==> config.mk <==
export PLATFORM = sky130hd
export DESIGN_NAME = irc_completion
export DESIGN_NICKNAME = d
export VERILOG_FILES = /design/src/rtl/irc_pkg.sv /design/src/rtl/irc_completion.sv
export SDC_FILE = /design/constraint.sdc
export NUM_CORES = 1
export LEC_CHECK = 0
export ABC_AREA = 1
export BUFFER_PORTS_ARGS = -buffer_cell sky130_fd_sc_hd__buf_2
export CAP_MARGIN = 30
export CORE_MARGIN = 2
export CORE_UTILIZATION = 50
export CTS_CLUSTER_SIZE = 25
export DETAILED_ROUTE_END_ITERATION = 16
export GPL_ROUTABILITY_DRIVEN = 1
export PLACE_DENSITY = 0.75
export SLEW_MARGIN = 25
export SYNTH_ARGS = -nofsm -noshare
export SYNTH_HDL_FRONTEND = slang
export SYNTH_SLANG_ARGS = --single-unit
export TNS_END_PERCENT = 5
==> constraint.sdc <==
create_clock -name I_CLK -period 3.4 [get_ports I_CLK]
set_input_delay 0.34 -clock I_CLK [delete_from_list [all_inputs] [get_ports I_CLK]]
set_output_delay 0.34 -clock I_CLK [all_outputs]
set_load 0.01 [all_outputs]
==> src/rtl/irc_pkg.sv <==
package irc_pkg;

  // Register offsets
  localparam logic [3:0] REG_CTRL   = 4'h0;
  localparam logic [3:0] REG_CMDPTR = 4'h4;
  localparam logic [3:0] REG_INTEV  = 4'h8;

  // Control register bit positions
  localparam int CTRL_RUN    = 0;
  localparam int CTRL_FILL   = 1;
  localparam int CTRL_KEEP   = 2;
  localparam int CTRL_MULTI  = 3;
  localparam int CTRL_EVT_LO = 8;
  localparam int CTRL_ACTIVE = 15;

  // Interrupt event register bit positions
  localparam int INT_CTX   = 0;
  localparam int INT_FATAL = 1;

  // Reset values
  localparam logic [27:0] CMDPTR_RST = 28'h0000000;
  localparam logic [4:0]  EVT_RST    = 5'h00;

  // Event and completion codes
  localparam logic [4:0] EVT_LONG_PKT   = 5'h02;
  localparam logic [4:0] EVT_OVERRUN    = 5'h05;
  localparam logic [4:0] EVT_DESC_READ  = 5'h06;
  localparam logic [4:0] EVT_DATA_WRITE = 5'h08;
  localparam logic [4:0] EVT_UNKNOWN    = 5'h0E;
  localparam logic [4:0] EVT_COMPLETE   = 5'h11;
  localparam logic [4:0] EVT_DATA_ERR   = 5'h1D;

  localparam logic [1:0] IFLAG_ALWAYS = 2'h3;
  localparam logic [3:0] BLOCK_END    = 4'h0;
  localparam logic [27:0] DESC_STEP   = 28'h0000001;

  typedef struct packed {
    logic [27:0] addr;
    logic        last;
    logic        s;
    logic [1:0]  i;
    logic [3:0]  z;
    logic [27:0] next_program_pointer;
  } irc_desc_t;

  typedef struct packed {
    logic [27:0] addr;
    logic [4:0]  transfer_status_field;
    logic [15:0] residual_count_field;
  } irc_sts_t;

  typedef struct packed {
    logic [15:0] data_len;
    logic [1:0]  tag;
    logic [5:0]  channel_number;
    logic [3:0]  tcode;
    logic [3:0]  sync_field;
  } irc_hdr_t;

  typedef enum logic [2:0] {
    ST_IDLE  = 3'b000,
    ST_FETCH = 3'b001,
    ST_RUN   = 3'b010,
    ST_I1    = 3'b011,
    ST_I2    = 3'b100,
    ST_I3    = 3'b101
  } irc_state_t;

endpackage : irc_pkg

==> src/rtl/irc_completion.sv <==
`timescale 1ns/1ps
// Overview of operation
// - Bus error while fetching the program reports code 06h.
// - Unprocessable program, or multi-channel with bad mode, reports 0Eh.
// - Bus error while writing packet data to memory reports 08h.
// - Receive FIFO full during a packet reports overrun 05h.
// - Data CRC or data length error reports 1Dh.
// - Last-input descriptor exhausted before packet end reports 02h.
// - Packet stored completely without error reports 11h.
// - First handling step writes the code into the context event field.
// - Buffer-fill mode always writes status and residual count back.
// - Packet-per-buffer writes status only when descriptor s flag is set.
// - After status, go to error step on 06h, 0Eh, 08h or 05h, else normal step.
// - Error step sets global fatal flag when i flag is 11b.
// - Error step loads failing descriptor address into command pointer.
// - Normal step sets context interrupt bit when i flag is 11b.
// - Block count 0 returns to idle, else branch and fetch next.
// - Fill-mode select bit cleared selects packet-per-buffer mode.
// - More-input holding whole packet skips the last-input descriptor.
// - Status goes to whichever descriptor completed the packet.
// - Packet larger than its program stores what fits, reports long.
// - Header-keep cleared strips header and trailer and aligns writes.
// - Kept header in packet-per-buffer aligns only when header split.
// - Stored header holds length, tag, channel, tcode and sync fields.
// - Buffer-fill residual count reaching 0 enters interrupt handling.
module irc_completion (
  // Clock and reset
  input  wire logic                I_CLK,
  input  wire logic                I_RST_N,
  // Register port
  input  wire logic [3:0]          I_ADDR,
  input  wire logic [31:0]         I_WDATA,
  input  wire logic                I_WR,
  input  wire logic                I_RD,
  output logic [31:0]              O_RDATA,
  // Program fetch
  output logic                     O_FETCH_REQ,
  output logic [27:0]              O_FETCH_ADDR,
  input  wire logic                I_FETCH_ERR,
  input  wire logic                I_DESC_VALID,
  input  wire irc_pkg::irc_desc_t  I_DESC,
  input  wire logic                I_PROG_ERR,
  // Packet store progress
  input  wire logic                I_WR_ERR,
  input  wire logic                I_FIFO_FULL,
  input  wire logic                I_PKT_DONE,
  input  wire logic                I_PKT_BAD,
  input  wire logic                I_BUF_EMPTY,
  input  wire logic [15:0]         I_RES_CNT,
  input  wire logic                I_HDR_SPLIT,
  input  wire logic                I_HDR_VALID,
  input  wire logic [31:0]         I_HDR,
  // Status and stream controls
  output logic                     O_STS_WR,
  output irc_pkg::irc_sts_t        O_STS,
  output irc_pkg::irc_hdr_t        O_HDR,
  output logic                     O_STRIP,
  output logic                     O_ALIGN,
  output logic                     O_ACTIVE,
  output logic [1:0]               O_INT_EVENTS
);

  function automatic logic evt_is_error(input logic [4:0] c);
    evt_is_error = (c == irc_pkg::EVT_DESC_READ) ||
                   (c == irc_pkg::EVT_UNKNOWN) ||
                   (c == irc_pkg::EVT_DATA_WRITE) ||
                   (c == irc_pkg::EVT_OVERRUN);
  endfunction : evt_is_error

  irc_pkg::irc_state_t st_q;
  irc_pkg::irc_desc_t  cur_q;
  logic [4:0]          evt_q;
  logic [4:0]          evt_field_q;
  logic [27:0]         cmdptr_q;
  logic [27:0]         err_addr_q;
  logic [15:0]         res_q;
  logic                fill_q;
  logic                keep_q;
  logic                multi_q;
  logic [1:0]          int_q;
  logic                start;
  logic                ppb;
  logic                ctrl_wr;

  assign ctrl_wr = I_WR && (I_ADDR == irc_pkg::REG_CTRL);
  assign start   = ctrl_wr && I_WDATA[irc_pkg::CTRL_RUN] &&
                   (st_q == irc_pkg::ST_IDLE);
  assign ppb     = !fill_q;

  //////////////////////////////////////////////////////////////////////////
  // Control bits, writable only while idle
  always_ff @(posedge I_CLK or negedge I_RST_N) begin
    if (!I_RST_N) begin
      fill_q  <= 1'b0;
      keep_q  <= 1'b0;
      multi_q <= 1'b0;
    end else if (ctrl_wr && st_q == irc_pkg::ST_IDLE) begin
      fill_q  <= I_WDATA[irc_pkg::CTRL_FILL];
      keep_q  <= I_WDATA[irc_pkg::CTRL_KEEP];
      multi_q <= I_WDATA[irc_pkg::CTRL_MULTI];
    end
  end

  //////////////////////////////////////////////////////////////////////////
  // Sequencer: fetch, run, interrupt handling
  always_ff @(posedge I_CLK or negedge I_RST_N) begin
    if (!I_RST_N) begin
      st_q         <= irc_pkg::ST_IDLE;
      evt_q        <= irc_pkg::EVT_RST;
      cur_q        <= '0;
      err_addr_q   <= irc_pkg::CMDPTR_RST;
      O_FETCH_REQ  <= 1'b0;
      O_FETCH_ADDR <= irc_pkg::CMDPTR_RST;
    end else begin
      O_FETCH_REQ <= 1'b0;
      case (st_q)
        irc_pkg::ST_IDLE: begin
          if (start) begin
            if (I_WDATA[irc_pkg::CTRL_MULTI] &&
                !(I_WDATA[irc_pkg::CTRL_FILL] &&
                  I_WDATA[irc_pkg::CTRL_KEEP])) begin
              evt_q      <= irc_pkg::EVT_UNKNOWN;
              err_addr_q <= cmdptr_q;
              st_q       <= irc_pkg::ST_I1;
            end else begin
              O_FETCH_REQ  <= 1'b1;
              O_FETCH_ADDR <= cmdptr_q;
              st_q         <= irc_pkg::ST_FETCH;
            end
          end
        end
        irc_pkg::ST_FETCH: begin
          if (I_FETCH_ERR) begin
            evt_q      <= irc_pkg::EVT_DESC_READ;
            err_addr_q <= O_FETCH_ADDR;
            st_q       <= irc_pkg::ST_I1;
          end else if (I_DESC_VALID) begin
            cur_q <= I_DESC;
            st_q  <= irc_pkg::ST_RUN;
          end
        end
        irc_pkg::ST_RUN: begin
          err_addr_q <= cur_q.addr;
          if (I_WR_ERR) begin
            evt_q <= irc_pkg::EVT_DATA_WRITE;
            st_q  <= irc_pkg::ST_I1;
          end else if (I_FIFO_FULL) begin
            evt_q <= irc_pkg::EVT_OVERRUN;
            st_q  <= irc_pkg::ST_I1;
          end else if (I_PROG_ERR) begin
            evt_q <= irc_pkg::EVT_UNKNOWN;
            st_q  <= irc_pkg::ST_I1;
          end else if (I_PKT_DONE) begin
            evt_q <= I_PKT_BAD ? irc_pkg::EVT_DATA_ERR
                               : irc_pkg::EVT_COMPLETE;
            // Whole packet in a more-input ends the program here
            if (ppb || I_PKT_BAD)
              st_q <= irc_pkg::ST_I1;
          end else if (I_BUF_EMPTY) begin
            if (!ppb) begin
              evt_q <= irc_pkg::EVT_COMPLETE;
              st_q  <= irc_pkg::ST_I1;
            end else if (cur_q.last) begin
              evt_q <= irc_pkg::EVT_LONG_PKT;
              st_q  <= irc_pkg::ST_I1;
            end else begin
              O_FETCH_REQ  <= 1'b1;
              O_FETCH_ADDR <= cur_q.addr + irc_pkg::DESC_STEP;
              st_q         <= irc_pkg::ST_FETCH;
            end
          end
        end
        irc_pkg::ST_I1: begin
          st_q <= evt_is_error(evt_q) ? irc_pkg::ST_I2
                                      : irc_pkg::ST_I3;
        end
        irc_pkg::ST_I2: begin
          st_q <= irc_pkg::ST_IDLE;
        end
        irc_pkg::ST_I3: begin
          if (cur_q.z == irc_pkg::BLOCK_END) begin
            st_q <= irc_pkg::ST_IDLE;
          end else begin
            O_FETCH_REQ  <= 1'b1;
            O_FETCH_ADDR <= cur_q.next_program_pointer;
            st_q         <= irc_pkg::ST_FETCH;
          end
        end
        default: st_q <= irc_pkg::ST_IDLE;
      endcase
    end
  end

  //////////////////////////////////////////////////////////////////////////
  // Residual count follows the buffer in use
  always_ff @(posedge I_CLK or negedge I_RST_N) begin
    if (!I_RST_N)
      res_q <= 16'h0000;
    else if (st_q == irc_pkg::ST_RUN)
      res_q <= I_RES_CNT;
  end

  //////////////////////////////////////////////////////////////////////////
  // Event field and descriptor status write-back
  always_ff @(posedge I_CLK or negedge I_RST_N) begin
    if (!I_RST_N) begin
      evt_field_q <= irc_pkg::EVT_RST;
      O_STS_WR    <= 1'b0;
      O_STS       <= '0;
    end else begin
      O_STS_WR <= 1'b0;
      if (st_q == irc_pkg::ST_I1) begin
        evt_field_q <= evt_q;
        if (!ppb || cur_q.s) begin
          O_STS_WR <= 1'b1;
          O_STS.addr <= cur_q.addr;
          O_STS.transfer_status_field <= evt_q;
          O_STS.residual_count_field  <= res_q;
        end
      end
    end
  end

  //////////////////////////////////////////////////////////////////////////
  // Command pointer
  always_ff @(posedge I_CLK or negedge I_RST_N) begin
    if (!I_RST_N)
      cmdptr_q <= irc_pkg::CMDPTR_RST;
    else if (st_q == irc_pkg::ST_I2)
      cmdptr_q <= err_addr_q;
    else if (st_q == irc_pkg::ST_I3 && cur_q.z != irc_pkg::BLOCK_END)
      cmdptr_q <= cur_q.next_program_pointer;
    else if (I_WR && I_ADDR == irc_pkg::REG_CMDPTR &&
             st_q == irc_pkg::ST_IDLE)
      cmdptr_q <= I_WDATA[31:4];
  end

  //////////////////////////////////////////////////////////////////////////
  // Interrupt event bits: write one to clear, set wins
  always_ff @(posedge I_CLK or negedge I_RST_N) begin
    if (!I_RST_N) begin
      int_q <= 2'h0;
    end else begin
      int_q[irc_pkg::INT_CTX] <=
        (st_q == irc_pkg::ST_I3 && cur_q.i == irc_pkg::IFLAG_ALWAYS) ||
        (int_q[irc_pkg::INT_CTX] &&
         !(I_WR && I_ADDR == irc_pkg::REG_INTEV &&
           I_WDATA[irc_pkg::INT_CTX]));
      int_q[irc_pkg::INT_FATAL] <=
        (st_q == irc_pkg::ST_I2 && cur_q.i == irc_pkg::IFLAG_ALWAYS) ||
        (int_q[irc_pkg::INT_FATAL] &&
         !(I_WR && I_ADDR == irc_pkg::REG_INTEV &&
           I_WDATA[irc_pkg::INT_FATAL]));
    end
  end

  //////////////////////////////////////////////////////////////////////////
  // Stream controls and header capture
  always_ff @(posedge I_CLK or negedge I_RST_N) begin
    if (!I_RST_N) begin
      O_STRIP      <= 1'b0;
      O_ALIGN      <= 1'b0;
      O_ACTIVE     <= 1'b0;
      O_INT_EVENTS <= 2'h0;
      O_HDR        <= '0;
    end else begin
      O_STRIP      <= !keep_q;
      O_ALIGN      <= !keep_q || (ppb && I_HDR_SPLIT);
      O_ACTIVE     <= (st_q != irc_pkg::ST_IDLE);
      O_INT_EVENTS <= int_q;
      if (I_HDR_VALID)
        O_HDR <= irc_pkg::irc_hdr_t'(I_HDR);
    end
  end

  //////////////////////////////////////////////////////////////////////////
  // Register read, data in the next cycle
  always_ff @(posedge I_CLK or negedge I_RST_N) begin
    if (!I_RST_N) begin
      O_RDATA <= 32'h00000000;
    end else if (I_RD) begin
      case (I_ADDR)
        irc_pkg::REG_CTRL:
          O_RDATA <= {16'h0000, (st_q != irc_pkg::ST_IDLE), 2'h0,
                      evt_field_q, 4'h0, multi_q, keep_q, fill_q,
                      (st_q != irc_pkg::ST_IDLE)};
        irc_pkg::REG_CMDPTR: O_RDATA <= {cmdptr_q, 4'h0};
        irc_pkg::REG_INTEV:  O_RDATA <= {30'h00000000, int_q};
        default:             O_RDATA <= 32'h00000000;
      endcase
    end else begin
      O_RDATA <= 32'h00000000;
    end
  end
endmodule : irc_completion

Word level (Yosys, flattened, before mapping)
Index checks and enable logic that the tools add are counted.

Add/sub/neg operators: 1. Equality and inequality tests: 28. Mux-type cells: 60. Bitwise logic cells: 1. Reduce and logical (&&, ||, !) cells: 44.

Operator list (count): 2-to-1 mux 28 bit (16); one-hot mux 28 bit (3 select lines) (2); one-hot mux 32 bit (3 select lines) (1); 2-to-1 mux 5 bit (10); 2-to-1 mux 32 bit (1); adder 28 x 1 -> 28 bit (second input constant) (1); 2-to-1 mux 3 bit (9); inequality test 2 bit (second input constant) (12); logical AND 1 bit (17); one-hot mux 3 bit (5 select lines) (1); one-hot mux 5 bit (3 select lines) (1); 2-to-1 mux 1 bit (14); inequality test 6 bit (second input constant) (2); nonzero test 3 bit (4); AND reduction 11 bit (1); == test 5 x 3 -> 1 bit (second input constant) (2); == test 5 x 4 -> 1 bit (second input constant) (2); zero test 4 bit (2); logical OR 1 bit (8); AND reduction 4 bit (2); inequality test 7 bit (second input constant) (1); == test 3 x 2 -> 1 bit (second input constant) (2); == test 3 bit (second input constant) (2); 2-to-1 mux 2 bit (3); 14 further kinds (18).

Register bits after elaboration: 302. Bits of input ports: 162. Output and inout port bits: 148. Logic and storage cells: 166.

Longest topological paths before layout
Word-level depth: 9. Mapped depth: 12. Depth with buffers taken out: 10.

Worst setup path before layout
Ideal clock, no wire load.

Path type: register -> register. Start: reg st_q[0]. End: reg O_FETCH_ADDR[7]. Arrival: 1.419 ns. Slack: 1.854 ns. Cell stages (with the launch flop): 10. Path buffers: 1. Clock period less this slack: 1.546 ns. Cells stage by stage: dfrtp_1 nor2_2 nand2_2 nor2_2 nand3_1 nand3_2 inv_2 buf_2 nand2_1 o21ai_0.

Word-level cells in the longest chain between the ends: 4. Elaborated cells between the ends (all ways): 17. Classes of those cells: eq/ne: 12; mux: 1; reduce/logical: 4.

Ends and longest elaborated chain: start, declared (RTL line irc_completion.sv:70) `irc_pkg::irc_state_t st_q;`; start signal, assigned (RTL line irc_completion.sv:108) `st_q <= irc_pkg::ST_IDLE;`; start signal, assigned (RTL line irc_completion.sv:124) `st_q <= irc_pkg::ST_I1;`; start signal, assigned (RTL line irc_completion.sv:128) `st_q <= irc_pkg::ST_FETCH;`; zero test 3 bit (RTL line irc_completion.sv:87, irc_completion.sv:116); logical AND 1 bit (RTL line irc_completion.sv:86) `assign start = ctrl_wr && I_WDATA[irc_pkg::CTRL_RUN] &&`; inequality test 2 bit (no source line); AND reduction 11 bit (no source line); end signal, assigned (RTL line irc_completion.sv:113) `O_FETCH_ADDR <= irc_pkg::CMDPTR_RST;`; end signal, assigned (RTL line irc_completion.sv:127) `O_FETCH_ADDR <= cmdptr_q;`; end signal, assigned (RTL line irc_completion.sv:168) `O_FETCH_ADDR <= cur_q.addr + irc_pkg::DESC_STEP;`; end, declared (RTL line irc_completion.sv:38) `output logic [27:0] O_FETCH_ADDR,`.

Several ways; a longest one is shown, not always the timed one. A chain may end at the register's enable or synchronous reset.

Worst setup path after layout
Start: reg st_q[1]. End: reg err_addr_q[10].

Word-level cells in the longest chain between the ends: 4. Elaborated cells between the ends (all ways): 10. Classes of those cells: eq/ne: 5; mux: 1; reduce/logical: 4.

Ends and longest elaborated chain: zero test 3 bit (RTL line irc_completion.sv:87, irc_completion.sv:116); logical AND 1 bit (RTL line irc_completion.sv:86); inequality test 2 bit (no source line); AND reduction 4 bit (no source line); end signal, assigned (RTL line irc_completion.sv:111) `err_addr_q <= irc_pkg::CMDPTR_RST;`; end signal, assigned (RTL line irc_completion.sv:123) `err_addr_q <= cmdptr_q;`; end signal, assigned (RTL line irc_completion.sv:143) `err_addr_q <= cur_q.addr;`; end, declared (RTL line irc_completion.sv:75) `logic [27:0] err_addr_q;`.

Several ways; a longest one is shown, not always the timed one.

==> reports/results.ini <==
[place]
gp_congestion=0.948
pre_cts_ws_ns=0.524
dpl.cell_count=2125
io_buffers=309
hpwlAfterDp_mm=28.8

[drt]
vias=11900
drc_errors=0
drtIter0Drc=1118
first_pass_iters=5
wire_per_inst_um=18.2
postRouteAntennaNets=0
wl_mm=40.3
drt-vias-per-instance=5.38

[setup_path]
r2r_slack_ns=0.46
worstSetupPathType=flop to flop
endpoint_kind=flop
cp-start-kind=flop
reg2reg_to=err_addr_q[10]$_DFFE_PN0P_
r2r_cells=9
required_ns=3.82
cp_max_fo=21
reg2reg_from=st_q[1]$_DFFE_PN0P_
cp.arrival_ns=3.36

[layout]
utilization=0.628
stdcell_count=2219
n_fill_cell=2305
antenna_cells=0
synthToLayoutAreaGrowth_pct=24.3
nNetsFinal=2019
drive_gt1_frac=0.247

[power]
p_leak_uw=0.00842
peakVddDrop_mv=0.485
pwr_density_cell_mw_per_mm2=927

[logic_synthesis]
synthDistinctLibCells=38
syn_nets=1691
yosys_warnings=0
async_reset_ff_frac=1.00
synth_edf_count=0
synth_top_cell_area_share=0.562
syn_area_mm2=0.0135
yosysMostFrequentCell=nand2_1
syn_avg_cell_area_um2=8.81
ys.flop_type=dfrtp_1
synth_area_leader_cell=dfrtp_1
syn-instance-count=1528
seq_area_frac_synth=0.562
synth_seq_cells=302
synthTopCellsByCount=nand2_1 (369), dfrtp_1 (302), inv_1 (162), o21ai_0 (160), nor2_1 (112)
ys_top_cells_by_area=dfrtp_1 (56%), nand2_1 (10%), o21ai_0 (6.0%)

[clock_network]
hold_buffers=36
post_cts_buffers=0
cts_resized=0
clk_path_buf_depth=3
cts-htree-levels=1
cts_tree=yes
insertion_delay_ns=0.57
cts-root-buf=clkbuf_16
cts_buffers=31
clk_pin_slew_ns=0.07
cts.sinks=302

[outcome]
status=complete, no violations

[sta]
finalCritPeriodShare=0.864
grt_setup_unrepaired=false
finalHoldViolations=0
min_period_ns=2.94
hold_ws_ns=0.0140
final.setup.tns_ns=0
tightest_slew_ns=0.892
fmax_ghz=0.340
finClkSkew_ns=0.0141
max_slew_margin=0.404
setup_viol=0
fin_ws_ns=0.463
maxSlewViolCount=0

[floorplanning]
dieArea_mm2=0.0282
die_w_um=168
die-height_um=168
start_util=0.505
coreArea_mm2=0.0267
io-pin-count=310
rows=60

[global_route]
overflow=0
antenna_found_initial=2
grt_pass1_vias=11500
grtUsageTotal=0.284
grt_pass1_wl_mm=62.9
grt_max_degree=127

[hold_path]
hold_depth=2
hp-start=I_DESC[23]
holdPathEnd=cur_q[23]$_DFFE_PN0P_
holdCritPathClass=primary input to flop

[run]
drv_cap=0

[cells in the final DEF, fill, tap and decap left out, types with 2 or more instances in the layout]
cell	count
buf_12	4
buf_16	2
a21oi_1	77
nand2_1	369
inv_1	162
o211ai_1	6
nand2_2	5
o21ai_1	29
nand3b_1	7
nor2_2	3
clkinv_2	4
nor3b_1	2
nand3_1	54
buf_4	16
or2_2	2
clkbuf_8	4
dfrtp_1	302
nor2_4	3
inv_6	2
buf_2	308
clkbuf_1	10
o22ai_1	15
nor2_1	112
nor3_1	28
clkbuf_16	31
o221ai_1	2
a31oi_1	2
nor3_4	2
mux2_2	62
dlygate4sd3_1	36
o21ai_0	160
inv_2	6
nand4_1	36
bufinv_16	3
[state kept, by name, indices dropped and copies added (netlist names)]
name          flops
err_addr_q       28
int_q             2
O_HDR            32
O_ACTIVE          1
res_q            16
cmdptr_q         28
evt_field_q       5
O_STS_WR          1
cur_q            64
st_q              3
multi_q           1
O_FETCH_ADDR     28
O_STS            49
O_ALIGN           1
O_FETCH_REQ       1
fill_q            1
O_RDATA          32
O_INT_EVENTS      2
keep_q            1
evt_q             5
O_STRIP           1
[report_power, final]
group | switching (uW) | leakage, uW | internal (uW) | total (uW)
Sequential | 1010 | 0.00361 | 5030 | 6040
Clock | 1420 | 0.000494 | 1990 | 3410
Combinational | 4000 | 0.00432 | 2050 | 6060
[layout make-up]
type | instances | area [um^2] | share of cell area
clock buffers | 45 | 868 | 0.0519
clock inverters | 10 | 136 | 0.00815
inverters | 169 | 634 | 0.0379
multi-input cells | 984 | 4920 | 0.294
flip-flops and latches | 302 | 7560 | 0.452
well taps | 341 | 427 | 0.0255
repair buffers | 368 | 2180 | 0.131
[worst max path at each step]
stage                     cells after the start                     endpoint  slack [ns]           startpoint
after floorplan                               9  O_FETCH_ADDR[7]$_DFFE_PN0P_        1.85  st_q[0]$_DFFE_PN0P_
after global placement                       11    err_addr_q[7]$_DFFE_PN0P_        0.63  st_q[1]$_DFFE_PN0P_
after detailed placement                      9   err_addr_q[10]$_DFFE_PN0P_        0.52  st_q[1]$_DFFE_PN0P_
after CTS                                     9   err_addr_q[10]$_DFFE_PN0P_        0.54  st_q[1]$_DFFE_PN0P_
after global routing                         11    err_addr_q[7]$_DFFE_PN0P_        0.28  st_q[1]$_DFFE_PN0P_
final                                         9   err_addr_q[10]$_DFFE_PN0P_        0.46  st_q[1]$_DFFE_PN0P_
[critical path: stages (launching register included)]
cell	delay, ns
dfrtp_1	0.45
inv_2	0.10
nand2_2	0.08
nor2_2	0.17
buf_4	0.29
inv_1	0.26
nand2_1	0.40
clkinv_1	0.61
a21oi_1	0.33
o21ai_0	0.11
[metrics by stage]
step           cell area (um^2)  power (uW)
6_report                  16700       15500
5_1_grt                   16700       16600
4_1_cts                   16700       15400
3_5_place_dp              15300       12000
3_3_place_gp              15300       11700
2_1_floorplan             13500        9680
[routing by layer]
layer  GRT usage  vias to the layer above  wire length (um)
met1       0.403                     5645             17200
met2       0.445                      579             18300
met5           0                        -                13
met3      0.0522                       75              3640
met4      0.0953                        2              1240
li1            -                     5627                 -
[kinds of logic after synthesis]
logic type,after synthesis,synth area share
DFF,302,0.562
muxes,62,0.0519
buffers and inverters,242,0.0743
and+or+nand+nor,625,0.197
adders and majority gates,1,0.000930
AOI/OAI and AO/OA,296,0.114
(Power assumes the default switching activity.)
